--- config.mk ---
export PLATFORM = sky130hd
export DESIGN_NAME = dchab_top
export DESIGN_NICKNAME = d
export VERILOG_FILES = /design/src/rtl/dchab_pkg.sv /design/src/rtl/dchab_top.sv
export SDC_FILE = /design/constraint.sdc
export NUM_CORES = 1
export LEC_CHECK = 0
export BUFFER_PORTS_ARGS = -buffer_cell sky130_fd_sc_hd__buf_2
export CAP_MARGIN = 20
export CORE_MARGIN = 1.5
export CORE_UTILIZATION = 50
export CTS_CLUSTER_DIAMETER = 50
export DETAILED_ROUTE_END_ITERATION = 8
export PLACE_DENSITY_LB_ADDON = 0.2
export SYNTH_ARGS = -nofsm -noshare
export SYNTH_HDL_FRONTEND = slang
export SYNTH_SLANG_ARGS = --single-unit
--- constraint.sdc ---
create_clock -name CLK -period 1.7 [get_ports CLK]
set_clock_uncertainty 0.05 [all_clocks]
set_input_delay 0.34 -clock CLK [delete_from_list [all_inputs] [get_ports CLK]]
set_output_delay 0.34 -clock CLK [all_outputs]
set_load 0.05 [all_outputs]
--- src/rtl/dchab_pkg.sv ---
/*
  package of the control-port d channel byte access block: register addresses,
  field positions, reset values, status codes, timing and carrier types.
  assumes a single 25 MHz clock and a synchronous active-high reset.
*/
package dchab_pkg;

  // ***********************************************************
  // register map (byte address, registers four bytes apart)
  // ***********************************************************
  localparam logic [7:0] DCHAB_ADDR_RESET_CTRL   = 8'h00; // reset_ctrl_nibble
  localparam logic [7:0] DCHAB_ADDR_STATUS_CODE  = 8'h04; // irq_status_code_nibble
  localparam logic [7:0] DCHAB_ADDR_ACT_CTRL     = 8'h08; // activation_ctrl_nibble
  localparam logic [7:0] DCHAB_ADDR_IRQ_SOURCE   = 8'h0C; // irq_source_nibble
  localparam logic [7:0] DCHAB_ADDR_IRQ_ENABLE   = 8'h10; // interrupt enable nibble
  localparam logic [7:0] DCHAB_ADDR_BYTE_CTRL    = 8'h14; // byte_ctrl_overlay_select
  localparam logic [7:0] DCHAB_ADDR_DCHAN_DATA   = 8'h18; // dchan_data_overlay
  localparam logic [7:0] DCHAB_ADDR_EVT_STATUS   = 8'h1C; // sticky event status
  localparam logic [7:0] DCHAB_ADDR_EVT_MASK     = 8'h20; // event mask

  // ***********************************************************
  // field positions
  // ***********************************************************
  localparam int DCHAB_BIT_SOFT_RESET    = 3;
  localparam int DCHAB_BIT_ACT_REQUEST   = 3;
  localparam int DCHAB_BIT_CUST_ENABLE   = 0;
  localparam int DCHAB_BIT_SRC_ACT_GROUP = 3;
  localparam int DCHAB_BIT_HOST_DCHAN_EN = 1;
  localparam int DCHAB_BIT_OVERLAY_SEL   = 0;
  localparam int DCHAB_EVT_BYTE          = 0;
  localparam int DCHAB_EVT_ACT_OK        = 1;
  localparam int DCHAB_EVT_ACT_ERR       = 2;

  // ***********************************************************
  // codes and reset values
  // ***********************************************************
  localparam logic [3:0] DCHAB_IRQ_EN_ACT_DCHAN = 4'h8;
  localparam logic [3:0] DCHAB_CODE_DCHAN_BYTE  = 4'hF;
  localparam logic [3:0] DCHAB_CODE_ACT_OK_A    = 4'hA;
  localparam logic [3:0] DCHAB_CODE_ACT_OK_B    = 4'hB;
  localparam logic [3:0] DCHAB_CODE_ACT_ERROR   = 4'h4;
  localparam logic [3:0] DCHAB_CODE_NONE        = 4'h0;
  localparam logic [3:0] DCHAB_RST_NIBBLE       = 4'h0;
  localparam logic [7:0] DCHAB_RST_BYTE         = 8'h00;
  localparam logic [2:0] DCHAB_RST_EVT          = 3'h0;

  // ***********************************************************
  // timing
  // ***********************************************************
  localparam int CLK_HZ             = 25_000_000;
  localparam int DCHAN_PERIOD_US    = 500;
  localparam int DCHAN_PERIOD_CYC   = (CLK_HZ / 1_000_000) * DCHAN_PERIOD_US;

  // ***********************************************************
  // carriers
  // ***********************************************************
  typedef struct packed {
    logic       wr;
    logic       rd;
    logic [7:0] addr;
    logic [7:0] wdata;
  } dchab_req_t;

  typedef struct packed {
    logic       valid;
    logic [3:0] code;
  } dchab_act_evt_t;

endpackage : dchab_pkg

--- src/rtl/dchab_top.sv ---
/*
  d channel byte access over the host control port: overlay data register,
  status code nibble, 500 us byte period, deferred activation interrupt.
  assumes the line side reports activation outcomes as one-cycle strobes and holds
  each received byte on LINE_RX_BYTE, synchronous to CLK; host port has no wait states.
*/
// Overview of operation
// - data register live once activated, transparent, enabled
// - load code F on each received byte while the interrupt enable nibble is 8
// - byte interrupt every 500 microseconds
// - coincident activation interrupt deferred until data read
// - activation request bit starts line activation
// - source bit 3 flags pending activation group
// - code A or B means success; host enables data
// - code 4 means activation error
module dchab_top
  import dchab_pkg::*;
(
  input  wire logic                 CLK,
  input  wire logic                 SYS_RST,
  input  wire dchab_pkg::dchab_req_t HOST_REQ,
  output logic      [7:0]           HOST_RDATA,
  output logic                      IRQ,
  input  wire dchab_pkg::dchab_act_evt_t LINE_ACT_EVT,
  input  wire logic                 LINE_TRANSPARENT,
  input  wire logic      [7:0]      LINE_RX_BYTE,
  output logic      [7:0]           LINE_TX_BYTE,
  output logic                      LINE_TX_STROBE,
  output logic                      LINE_ACT_REQ,
  output logic                      LINE_CUST_EN,
  output logic                      LINE_SOFT_RESET
);
  import dchab_pkg::*;

  // ***********************************************************
  // registers
  // ***********************************************************
  logic [3:0]  reset_ctrl;
  logic [3:0]  status_code;
  logic [3:0]  act_ctrl;
  logic [3:0]  irq_enable;
  logic [1:0]  byte_ctrl;
  logic [7:0]  rx_byte;
  logic [7:0]  tx_byte;
  logic        activated;
  logic        act_pending;
  logic [3:0]  act_pending_code;
  logic [2:0]  evt_status;
  logic [2:0]  evt_mask;
  logic [14:0] period_cnt;

  // ***********************************************************
  // decode
  // ***********************************************************
  wire wr_reset  = HOST_REQ.wr && HOST_REQ.addr == DCHAB_ADDR_RESET_CTRL;
  wire wr_act    = HOST_REQ.wr && HOST_REQ.addr == DCHAB_ADDR_ACT_CTRL;
  wire wr_irqen  = HOST_REQ.wr && HOST_REQ.addr == DCHAB_ADDR_IRQ_ENABLE;
  wire wr_bctrl  = HOST_REQ.wr && HOST_REQ.addr == DCHAB_ADDR_BYTE_CTRL;
  wire wr_data   = HOST_REQ.wr && HOST_REQ.addr == DCHAB_ADDR_DCHAN_DATA;
  wire wr_evt    = HOST_REQ.wr && HOST_REQ.addr == DCHAB_ADDR_EVT_STATUS;
  wire wr_mask   = HOST_REQ.wr && HOST_REQ.addr == DCHAB_ADDR_EVT_MASK;
  wire rd_data   = HOST_REQ.rd && HOST_REQ.addr == DCHAB_ADDR_DCHAN_DATA;

  // both success codes are decoded for the live outcome and for a released one
  function automatic logic is_act_ok(input logic [3:0] c);
    return c == DCHAB_CODE_ACT_OK_A || c == DCHAB_CODE_ACT_OK_B;
  endfunction : is_act_ok

  wire host_en    = byte_ctrl[DCHAB_BIT_HOST_DCHAN_EN];
  wire irq_en     = irq_enable == DCHAB_IRQ_EN_ACT_DCHAN;
  // path is live only after activation with transparent data
  wire path_live  = activated && LINE_TRANSPARENT && host_en;
  wire period_end = period_cnt == 15'(DCHAN_PERIOD_CYC - 1);
  wire byte_tick  = path_live && period_end;
  wire byte_irq   = byte_tick && irq_en;
  wire code_byte  = status_code == DCHAB_CODE_DCHAN_BYTE;
  wire act_ok     = is_act_ok(LINE_ACT_EVT.code);
  wire act_err    = LINE_ACT_EVT.code == DCHAB_CODE_ACT_ERROR;
  // an activation outcome that meets a live byte code must wait
  wire act_defer  = code_byte || byte_irq;
  wire act_take   = LINE_ACT_EVT.valid && !act_defer;
  // a new byte on the read edge keeps the outcome pending for the next read
  wire pend_rel   = act_pending && rd_data && !byte_irq;
  wire src_act    = status_code != DCHAB_CODE_NONE;

  // a deferred outcome raises its sticky bit only when it is finally signalled
  wire       act_fire  = act_take || pend_rel;
  wire [3:0] fire_code = act_take ? LINE_ACT_EVT.code : act_pending_code;
  wire       fire_err  = fire_code == DCHAB_CODE_ACT_ERROR;
  wire       fire_ok   = is_act_ok(fire_code);

  wire [2:0] evt_set = {act_fire && fire_err, act_fire && fire_ok, byte_irq};

  wire [7:0] rdata_mux =
      (HOST_REQ.addr == DCHAB_ADDR_RESET_CTRL)  ? {4'h0, reset_ctrl}  :
      (HOST_REQ.addr == DCHAB_ADDR_STATUS_CODE) ? {4'h0, status_code} :
      (HOST_REQ.addr == DCHAB_ADDR_ACT_CTRL)    ? {4'h0, act_ctrl}    :
      (HOST_REQ.addr == DCHAB_ADDR_IRQ_SOURCE)  ? {4'h0, src_act, 3'h0} :
      (HOST_REQ.addr == DCHAB_ADDR_IRQ_ENABLE)  ? {4'h0, irq_enable}  :
      (HOST_REQ.addr == DCHAB_ADDR_BYTE_CTRL)   ? {6'h00, byte_ctrl}  :
      (HOST_REQ.addr == DCHAB_ADDR_DCHAN_DATA)  ? (path_live ? rx_byte : 8'h00) :
      (HOST_REQ.addr == DCHAB_ADDR_EVT_STATUS)  ? {5'h00, evt_status} :
      (HOST_REQ.addr == DCHAB_ADDR_EVT_MASK)    ? {5'h00, evt_mask}   : 8'h00;

  // ***********************************************************
  // host port registers
  // ***********************************************************
  always_ff @(posedge CLK) begin
    if (SYS_RST) begin
      reset_ctrl <= DCHAB_RST_NIBBLE;
      act_ctrl   <= DCHAB_RST_NIBBLE;
      irq_enable <= DCHAB_RST_NIBBLE;
      byte_ctrl  <= 2'h0;
      tx_byte    <= DCHAB_RST_BYTE;
      evt_mask   <= DCHAB_RST_EVT;
      HOST_RDATA <= DCHAB_RST_BYTE;
    end else begin
      if (wr_reset) reset_ctrl <= HOST_REQ.wdata[3:0];
      if (wr_act) act_ctrl <= HOST_REQ.wdata[3:0];
      if (wr_irqen) irq_enable <= HOST_REQ.wdata[3:0];
      if (wr_bctrl) byte_ctrl <= HOST_REQ.wdata[1:0];
      if (wr_data && path_live) tx_byte <= HOST_REQ.wdata;
      if (wr_mask) evt_mask <= HOST_REQ.wdata[2:0];
      HOST_RDATA <= HOST_REQ.rd ? rdata_mux : 8'h00;
    end
  end

  // ***********************************************************
  // status code and deferred activation
  // ***********************************************************
  always_ff @(posedge CLK) begin
    if (SYS_RST || reset_ctrl[DCHAB_BIT_SOFT_RESET]) begin
      status_code      <= DCHAB_CODE_NONE;
      activated        <= 1'b0;
      act_pending      <= 1'b0;
      act_pending_code <= DCHAB_CODE_NONE;
      period_cnt       <= 15'h0000;
      rx_byte          <= DCHAB_RST_BYTE;
    end else begin
      period_cnt <= (!path_live || period_end) ? 15'h0000 : period_cnt + 15'h0001;
      if (byte_tick) rx_byte <= LINE_RX_BYTE;
      if (LINE_ACT_EVT.valid && act_ok) activated <= 1'b1;
      if (LINE_ACT_EVT.valid && act_defer) begin
        act_pending      <= 1'b1;
        act_pending_code <= LINE_ACT_EVT.code;
      end else if (pend_rel) begin
        act_pending <= 1'b0;
      end
      // new byte wins over a clear on the same edge
      if (byte_irq) status_code <= DCHAB_CODE_DCHAN_BYTE;
      else if (act_take) status_code <= LINE_ACT_EVT.code;
      else if (pend_rel) status_code <= act_pending_code;
      else if (rd_data && code_byte) status_code <= DCHAB_CODE_NONE;
      else if (HOST_REQ.rd && HOST_REQ.addr == DCHAB_ADDR_STATUS_CODE && !code_byte)
        status_code <= DCHAB_CODE_NONE;
    end
  end

  // ***********************************************************
  // sticky events, write one to clear, set wins
  // ***********************************************************
  always_ff @(posedge CLK) begin
    if (SYS_RST) evt_status <= DCHAB_RST_EVT;
    else evt_status <= (evt_status & ~(wr_evt ? HOST_REQ.wdata[2:0] : 3'h0)) | evt_set;
  end

  // ***********************************************************
  // outputs
  // ***********************************************************
  // interrupt level follows the code nibble only when the shared line is enabled
  assign IRQ             = (irq_en && src_act) || |(evt_status & evt_mask);
  assign LINE_TX_BYTE    = tx_byte;
  assign LINE_TX_STROBE  = byte_tick;
  assign LINE_ACT_REQ    = act_ctrl[DCHAB_BIT_ACT_REQUEST];
  assign LINE_CUST_EN    = act_ctrl[DCHAB_BIT_CUST_ENABLE];
  assign LINE_SOFT_RESET = reset_ctrl[DCHAB_BIT_SOFT_RESET];

endmodule : dchab_top

==> results of run 1 <==
worst register-to-register path, stage by stage (launching register included):
cell and delay, ns:
dfxtp_1 0.31, or4b_4 0.57, buf_6 0.14, buf_4 0.13
nor3_4 0.16, buf_6 0.15, o21ai_4 0.09, o31ai_2 0.17
where the power goes:
group | leakage [nW] | internal (mW) | switching (mW) | total [mW]
sequential | 0.557 | 1.62 | 0.00839 | 1.63
combinational | 1.23 | 0.103 | 0.144 | 0.246
clock | 0.126 | 1.06 | 0.640 | 1.70
registers in the layout, indices dropped and copies added, names as in the netlist:
name and cells:
HOST_RDATA 8, LINE_TX_BYTE 8, act_ctrl 4, act_pending 1
act_pending_code 4, activated 1, byte_ctrl 2, evt_mask 3
evt_status 3, irq_enable 4, period_cnt 15, reset_ctrl 4
rx_byte 8, status_code 4
per-layer routing:
| metal | share of wire (%) | GRT usage (%) |
|---|---|---|
| met1 | 45 | 35.1 |
| met2 | 46 | 44.1 |
| met3 | 5.8 | 6.66 |
| met4 | 2.3 | 9.24 |
| met5 | 0 | 0 |
layout make-up:
cell class	count	area, um^2
Tap cell	75	93.8
Multi-Input combinational cell	272	1840
Clock inverter	5	106
Inverter	6	22.5
Sequential cell	69	1380
Fill cell	482	1630
Timing Repair Buffer	124	831
Clock buffer	11	151
placed cells by master, fill, tap and decap left out, drive strengths merged, types with 5 or more instances in the layout:
cell    count
xor2        9
nor4        5
dfxtp      69
nor3        6
a31oi       7
nand3      21
mux2i      22
o31ai       7
and3        8
a21oi      25
clkbuf     11
and2        8
inv         6
nand2      32
nor4b       6
o21ai      11
nor2       53
buf       124
nand4      10
through the flow:
stage | TNS, ns | instances
after floorplan | -0.390 | 361
after global placement | -1.16 | 541
after detailed placement | -1.66 | 541
after CTS | -1.29 | 562
after global routing | -2.37 | 562
final | -1.41 | 562
repair_timing:
action / CTS / global route
pin swaps: 8 / 7
setup endpoints to repair: 17 / 31
resized for setup: 14 / 11
buffers inserted: 5 / 0
hold buffers: 0 / 0
cells by family (layout without fill, tap and decap cells):
| kind of cell | after synthesis | in the layout |
|---|---|---|
| simple gates | 165 | 165 |
| flops | 69 | 69 |
| compound gates | 71 | 71 |
| xor+xnor | 13 | 13 |
| fa+ha+maj | 1 | 1 |
| mux | 22 | 22 |
| buf+inv | 20 | 146 |
how the worst max path moves through the flow:
stage | from | slack, ns | end | cells past startpoint
2_1_floorplan | period_cnt[1] | -0.09 | rx_byte[4] | 6
4_1_cts | irq_enable[2] | -0.24 | IRQ | 3
6_report | irq_enable[0] | -0.23 | IRQ | 3
5_1_grt | period_cnt[0] | -0.27 | LINE_TX_STROBE | 5
3_3_place_gp | irq_enable[0] | -0.13 | act_pending_code[2] | 5
3_5_place_dp | irq_enable[0] | -0.17 | act_pending_code[2] | 5
==> run_results.csv, run 1 <==
group,metric,value,unit
placement,dp_slack,-0.171,ns
finish,nets,517,
cts,cts.clk_slew.worst_paths,0.08,ns
hold_path,worstHoldStart,"HOST_REQ[5]",
finish,final_cell_area,4430,um^2
global_routing,grt_pass1_wl,14.9,mm
route,drt_first_pass_iters,5,
logic_synthesis,postSynth.asyncResetShare,0,%
logic_synthesis,synth_compound_area_share,14.2,%
logic_synthesis,syn_area,3200,um^2
logic_synthesis,synth_top_area_share,43.2,%
critical_path,cp-start-kind,"flip-flop",
timing,tightest_slew,0.630,ns
cts,cts_tree,"yes",
cts,clock-sinks,69,
critical_path,path_buf_inv,1,
logic_synthesis,synth_cell_types,54,
logic_synthesis,ys.flop_type,"dfxtp_1",
hold_path,min_path_cells,3,
logic_synthesis,synth_seq_cells,69,
timing,fmax,518,MHz
logic_synthesis,avgSynthCellArea,8.86,um^2
status,violations,"negative setup slack",
cts,clockBufferDepth,2,
global_routing,grt_max_degree,19,
timing,min_period,1.93,ns
critical_path,cp_max_fo,2,
finish,drive_above_1_share,34.5,%
die,die_h,83.0,um
die,start_util,52.8,%
critical_path,timing.rr.end,"act_pending_code[2]",
logic_synthesis,yosysSeqAreaShare,43.2,%
critical_path,r2r_slack,-0.14,ns
logic_synthesis,synth.area.top_cells,"dfxtp_1 (43%), mux2i_1 (6.9%), nor2_1 (6.1%)",
logic_synthesis,synth_most_common_cell,"dfxtp_1",
die,io_pins,55,
route,wl,9.07,mm
status,status,"complete, but fails checks",
placement,port_buffers,54,
power_and_ir_drop,p_total,3.57,mW
route,wl_per_cell,16.1,um
cts,clk_latency,0.34,ns
logic_synthesis,synthSimpleGateAreaFrac,29.0,%
critical_path,worst_ep_arrival_time,1.54,ns
cts,cts-buffers-inserted,9,
logic_synthesis,synthCells,361,
power_and_ir_drop,power-per-cell-area,807,nW/um^2
die,die_area,6880,um^2
placement,dpl_cell_area,4030,um^2
logic_synthesis,synth_edf_count,0,
placement,dp.final_hpwl,6.64,mm
global_routing,antenna_found_initial,0,
critical_path,cp-end-kind,"output port",
route,drc,0,
logic_synthesis,synth_nets,396,
logic_synthesis,synth_common_cells,"dfxtp_1 (69), nor2_1 (52), nand2_1 (32)",
logic_synthesis,synthXorXnorAreaFrac,3.56,%
cts,cts_root_buf,"clkbuf_8",
route,drtIter0Drc,179,
route,ant_nets,0,
placement,place.gp.congestion,0.933,
timing,maxSlewViolCount,0,
logic_synthesis,yosys.area.top_type,"dfxtp_1",
global_routing,grt_pass1_vias,3083,
timing,hold_viol,0,
critical_path,cp_slowest_cell,"or4b_4",
timing,slew-limit-headroom,57.4,%
timing,timing.hold.ws,0.176,ns
global_routing,grt.overflow.total,0,
finish,fin_util,73.0,%
flow_run,cap_violations,0,
die,coreArea,6060,um^2
critical_path,rr_startpoint,"irq_enable[0]",
critical_path,critPathRequiredTime,1.31,ns
logic_synthesis,yosys_warnings,0,
route,vias,3166,
critical_path,critical_path.top_delay_family,"simple AND/OR/NAND/NOR gates",
global_routing,grt_use_total,27.1,%
logic_synthesis,synth_top_family_by_area,"simple AND/OR/NAND/NOR gates",
critical_path,ff2ff_path_depth,7,
logic_synthesis,synthMuxAreaShare,6.89,%
power_and_ir_drop,peakVddDrop,1.34,mV
timing,layout_setup_ws,-0.230,ns
power_and_ir_drop,p_leak,1.91,nW
critical_path,timing_worst_setup_path_type,"reg2out",
timing,finalCritPeriodShare,114,%
finish,diodes,0,
critical_path,slowest_delay,0.57,ns
critical_path,cp_cell_sequence,"or4b_4 > o21ai_4 > buf_6",
route,routed_via_density,5.63,
logic_synthesis,yosys.area_share.adder,0.391,%
die,die_x,83.0,um
timing,rsz0062_at_grt,"yes",
finish,area_growth,38.4,%
cts,cts_max_level,3,
hold_path,hp-class,"in2reg",
hold_path,holdPathEnd,"LINE_TX_BYTE[5]",
die,row_count,28,
timing,final-setup-viol-count,14,
Power figures use the tool's default switching activity.
==> inputs of run 2 (changes only) <==
- CORE_UTILIZATION: 50 -> 56
- clock period: 1.7 -> 1.85 ns (I/O delays scaled with it)
==> run 2 against run 1 <==
Largest power group is now sequential cells. Final cell count down 4.8%. Critical endpoint unchanged. Die area shrank 10%. Worst hold slack gained 0.028 ns. First-iteration DRC count grew 35%. Clock power is 35% lower. Sequential cell count unchanged. Critical path depth unchanged. Sequential power down 8%. Clock-buffer cell count up 1. The flow still finishes with violations (negative setup slack).
==> run_results.csv, run 2 (synthesis results as in run 1) <==
group,metric,value,unit
status,status,"complete, but fails checks",
status,violations,"negative setup slack",
route,wl_per_cell,15.7,um
die,die_area,6170,um^2
timing,rsz0062_at_grt,"yes",
timing,tightest_slew,0.560,ns
timing,finalCritPeriodShare,107,%
finish,nets,493,
finish,final_common_cell,"dfxtp_1",
cts,cts_tree,"yes",
finish,drive_above_1_share,30.9,%
critical_path,cp-start-kind,"flip-flop",
route,ant_nets,0,
route,drt_first_pass_iters,5,
global_routing,grt.overflow.total,0,
timing,layout_setup_ws,-0.125,ns
critical_path,ff2ff_path_depth,9,
finish,diodes,0,
die,die_h,78.6,um
cts,cts_max_level,3,
cts,cts-buffers-inserted,9,
finish,largest_reg_flops,15,
timing,tns,-0.711,ns
finish,final_cell_mix,"dfxtp_1 (65), buf_2 (52), nor2_1 (51)",
global_routing,grt_pass1_vias,2871,
timing,timing.hold.ws,0.204,ns
route,routed_via_density,5.82,
global_routing,antenna_found_initial,0,
timing,min_period,1.97,ns
cts,clockBufferDepth,2,
power_and_ir_drop,power-per-cell-area,678,nW/um^2
cts,clock-sinks,69,
flow_run,cap_violations,0,
route,drc,0,
finish,area_growth,29.6,%
power_and_ir_drop,p_total,2.81,mW
critical_path,timing_worst_setup_path_type,"reg2out",
finish,regMostFlops,"period_cnt",
hold_path,min_path_cells,3,
placement,port_buffers,54,
placement,place.gp.congestion,0.960,
global_routing,grt_use_total,28.2,%
timing,slew-limit-headroom,62.1,%
power_and_ir_drop,p_leak,1.74,nW
die,row_count,27,
timing,final-setup-viol-count,12,
die,io_pins,55,
critical_path,cp_max_fo,2,
cts,cts.clk_slew.worst_paths,0.07,ns
cts,ctsHoldBuffers,0,
global_routing,grt_pass1_wl,13.5,mm
finish,fin_util,75.3,%
critical_path,critPathRequiredTime,1.43,ns
critical_path,worst_ep_arrival_time,1.55,ns
route,drtIter0Drc,241,
finish,fill_cells,429,
route,vias,3114,
placement,dp.final_hpwl,6.10,mm
power_and_ir_drop,peakVddDrop,0.554,mV
route,wl,8.39,mm
die,start_util,58.1,%
hold_path,hp-class,"in2reg",
timing,hold_viol,0,
die,coreArea,5510,um^2
timing,fmax,506,MHz
cts,cts_root_buf,"clkbuf_8",
global_routing,grt_max_degree,31,
critical_path,cp-end-kind,"output port",
timing,maxSlewViolCount,0,
cts,clk_latency,0.34,ns
die,die_x,78.6,um
-- run 2: cell types whose count changed in the layout (fill, tap and decap cells not counted), moves of 2 or more --
cell / change
o31ai_2: -3
buf_4: -24
dfxtp_1: -2
bufinv_16: -3
clkinv_2: +3
o31ai_1: +2
dfxtp_2: +2
-- run 2: path summary, 6_finish.rpt --
| kind | from | end | slack (ns) |
|---|---|---|---|
| max | irq_enable[1] | IRQ | -0.12 |
| min | HOST_REQ[5] | LINE_TX_BYTE[5] | 0.20 |
| max reg2reg | period_cnt[0] | status_code[3] | -0.08 |
| min reg2reg | rx_byte[5] | HOST_RDATA[5] | 0.42 |
-- run 2: metal layers --
layer	part of all wire (%)	GRT usage, %	routed length (um)
met5	0	0	0
met4	1.8	11.1	151
met3	7.2	6.63	601
met2	46	45.1	3860
met1	45	36.5	3770
-- run 2: through the flow --
step / setup WS [ns] / cells / cell area (um^2)
after floorplan: 0.00617 / 361 / 3220
after global placement: -0.0432 / 512 / 3820
after detailed placement: -0.0280 / 512 / 3820
after CTS: -0.128 / 532 / 4060
after global routing: -0.175 / 535 / 4140
final: -0.125 / 535 / 4140
-- run 2: area by class of cell --
cell class	instances	area (um^2)	share of cell area (%)
multi-input cells	272	1810	43.6
flip-flops and latches	69	1390	33.5
repair buffers	100	659	15.9
clock buffers	12	155	3.74
well taps	72	90.1	2.17
clock inverters	4	22.5	0.543
inverters	6	22.5	0.543
-- run 2: worst max-delay path: stages, from the launching register on --
cell	delay, ns
dfxtp_2	0.32
or4b_4	0.56
o21ai_2	0.15
buf_6	0.17
-- run 2: report_power, final --
group | total (mW) | internal [mW] | switching [mW]
combinational | 0.204 | 0.0813 | 0.123
clock | 1.11 | 0.553 | 0.556
sequential | 1.50 | 1.49 | 0.00487
-- run 2: repair_timing --
action | 4_1_cts | 5_1_grt
pin swaps | 5 | 5
buffers inserted | 4 | 3
endpoints found under the setup margin | 2 | 12
resized for setup | 9 | 17
==> inputs of run 3 (changes only) <==
--- a/config.mk
+++ b/config.mk
@@ -10,5 +10,6 @@
 export CORE_MARGIN = 1.5
-export CORE_UTILIZATION = 56
+export CORE_UTILIZATION = 45
 export CTS_CLUSTER_DIAMETER = 50
 export DETAILED_ROUTE_END_ITERATION = 8
+export HOLD_SLACK_MARGIN = 0.08
 export PLACE_DENSITY_LB_ADDON = 0.2
--- a/constraint.sdc
+++ b/constraint.sdc
@@ -4,2 +4,2 @@
 set_output_delay 0.37 -clock CLK [all_outputs]
-set_load 0.05 [all_outputs]
+set_load 0.1 [all_outputs]
==> run 3 against run 2 <==
The flow still finishes with violations (negative setup slack). Utilization down 15 points. Final cell count is 3.0% higher. Critical path depth did not move. Worst hold slack improved by 0.0073 ns. Non-clock buffer count decreased by 8. Routed wire length is 0.37% higher. Maximum frequency is 1.0% lower. Register-to-register slack hardly changed. First-iteration DRC count down 13%. Design area barely moved. Sequential cell count did not move. Critical path type unchanged.
==> run_results.csv, run 3 (synthesis results as in run 1) <==
group,metric,value,unit
power_and_ir_drop,p_total,2.89,mW
power_and_ir_drop,p_leak,1.71,nW
route,wl,8.42,mm
critical_path,cp_slowest_cell,"or4b_4",
route,drc,0,
cts,clockBufferDepth,2,
global_routing,grt_pass1_vias,2840,
placement,place.gp.congestion,0.964,
critical_path,slowest_delay,0.56,ns
finish,final_common_cell,"dfxtp_1",
timing,min_period,2.00,ns
hold_path,hp-class,"in2reg",
critical_path,timing_worst_setup_path_type,"reg2out",
finish,diodes,0,
status,violations,"negative setup slack",
cts,cts_max_level,3,
critical_path,cp-start-kind,"flip-flop",
route,routed_via_density,5.44,
cts,cts_root_buf,"clkbuf_8",
critical_path,cp_cell_sequence,"or4b_4 > o21ai_4 > buf_12",
placement,dp.final_hpwl,6.15,mm
die,coreArea,6830,um^2
critical_path,critPathRequiredTime,1.43,ns
global_routing,grt_max_degree,30,
placement,dp_slack,-0.00363,ns
route,drt_first_pass_iters,5,
route,vias,3000,
timing,final-setup-viol-count,11,
timing,hold_viol,0,
finish,largest_reg_flops,15,
finish,nets,485,
die,io_pins,55,
cts,clk_latency,0.34,ns
finish,final_cell_mix,"dfxtp_1 (66), buf_2 (52), nor2_1 (51)",
finish,fill_cells,623,
timing,rsz0062_at_grt,"yes",
global_routing,grt.overflow.total,0,
route,wl_per_cell,15.3,um
timing,slew-limit-headroom,64.6,%
placement,port_buffers,54,
die,die_h,87.3,um
global_routing,grt_use_total,23.2,%
cts,cts.clk_slew.worst_paths,0.07,ns
finish,drive_above_1_share,29.2,%
timing,tns,-0.745,ns
die,row_count,30,
status,status,"complete, but fails checks",
finish,regMostFlops,"period_cnt",
die,die_x,87.3,um
cts,clock-sinks,69,
power_and_ir_drop,peakVddDrop,0.438,mV
timing,layout_setup_ws,-0.146,ns
critical_path,worst_ep_arrival_time,1.58,ns
timing,tightest_slew,0.526,ns
route,ant_nets,0,
timing,fmax,501,MHz
timing,maxSlewViolCount,0,
cts,cts_tree,"yes",
global_routing,antenna_found_initial,0,
route,drtIter0Drc,210,
flow_run,cap_violations,0,
cts,cts-buffers-inserted,9,
timing,finalCritPeriodShare,108,%
critical_path,cp_max_fo,2,
power_and_ir_drop,power-per-cell-area,697,nW/um^2
die,die_area,7620,um^2
finish,area_growth,29.5,%
critical_path,cp-end-kind,"output port",
die,start_util,46.8,%
global_routing,grt_pass1_wl,13.6,mm
-- run 3: cell count changes in the layout (fill, tap and decap cells not counted), sizes merged --
cell,before,now
bufinv,0,1
buf,100,92
clkinvlp,1,2
clkbuf,12,10
-- run 3: final timing paths --
path / from / end / slack (ns) / cells past startpoint
hold reg to reg: rx_byte[7] / HOST_RDATA[7] / 0.41 / 1
setup / recovery: irq_enable[0] / IRQ / -0.15 / 3
hold / removal: HOST_REQ[4] / LINE_TX_BYTE[4] / 0.21 / 3
setup reg to reg: irq_enable[0] / act_pending_code[2] / -0.09 / 6
-- run 3: power breakdown --
part | switching (mW) | internal (mW)
Sequential | 0.0110 | 1.49
Clock | 0.573 | 0.620
Combinational | 0.118 | 0.0754
Total | 0.702 | 2.19
-- run 3: metrics by stage --
stage               util, %  cell area [um^2]  hold slack [ns]  cells
floorplan                 -              3240            0.379    361
global placement       56.3              3840            0.383    529
detailed placement     56.3              3840            0.392    529
CTS                    59.9              4090            0.197    550
global route           60.6              4140            0.222    551
finish                 60.6              4140            0.212    551
-- run 3: worst max-delay path, delay by kind of cell (launching register included) --
| kind | cells | cell delay [ns] |
|---|---|---|
| flip-flops | 1 | 0.31 |
| buffers and inverters | 1 | 0.19 |
| AND/OR/NAND/NOR | 1 | 0.56 |
| AO/OA/AOI/OAI | 1 | 0.17 |
-- run 3: cell type report --
cell class	instances	area, um^2	share of cell area, %
Timing Repair Buffer	92	613	14.8
Sequential cell	69	1390	33.5
Clock inverter	6	63.8	1.54
Clock buffer	10	128	3.08
Tap cell	96	120	2.90
Multi-Input combinational cell	272	1810	43.6
Inverter	6	22.5	0.544
-- run 3: layer usage --
metal | GRT usage [%] | up-vias | share of wire (%)
li1 | - | 1488 | -
met1 | 29.9 | 1387 | 45
met2 | 38.9 | 107 | 47
met3 | 4.64 | 18 | 5.9
met4 | 7.50 | 0 | 1.7
met5 | 0 | - | 0
-- run 3: repair_timing --
| action | in CTS | in global routing |
|---|---|---|
| buffers inserted | 5 | 1 |
| endpoints found under the setup margin | 2 | 11 |
| gates resized for setup | 4 | 12 |
| pin swaps | 4 | 5 |
| hold buffers | 0 | 0 |
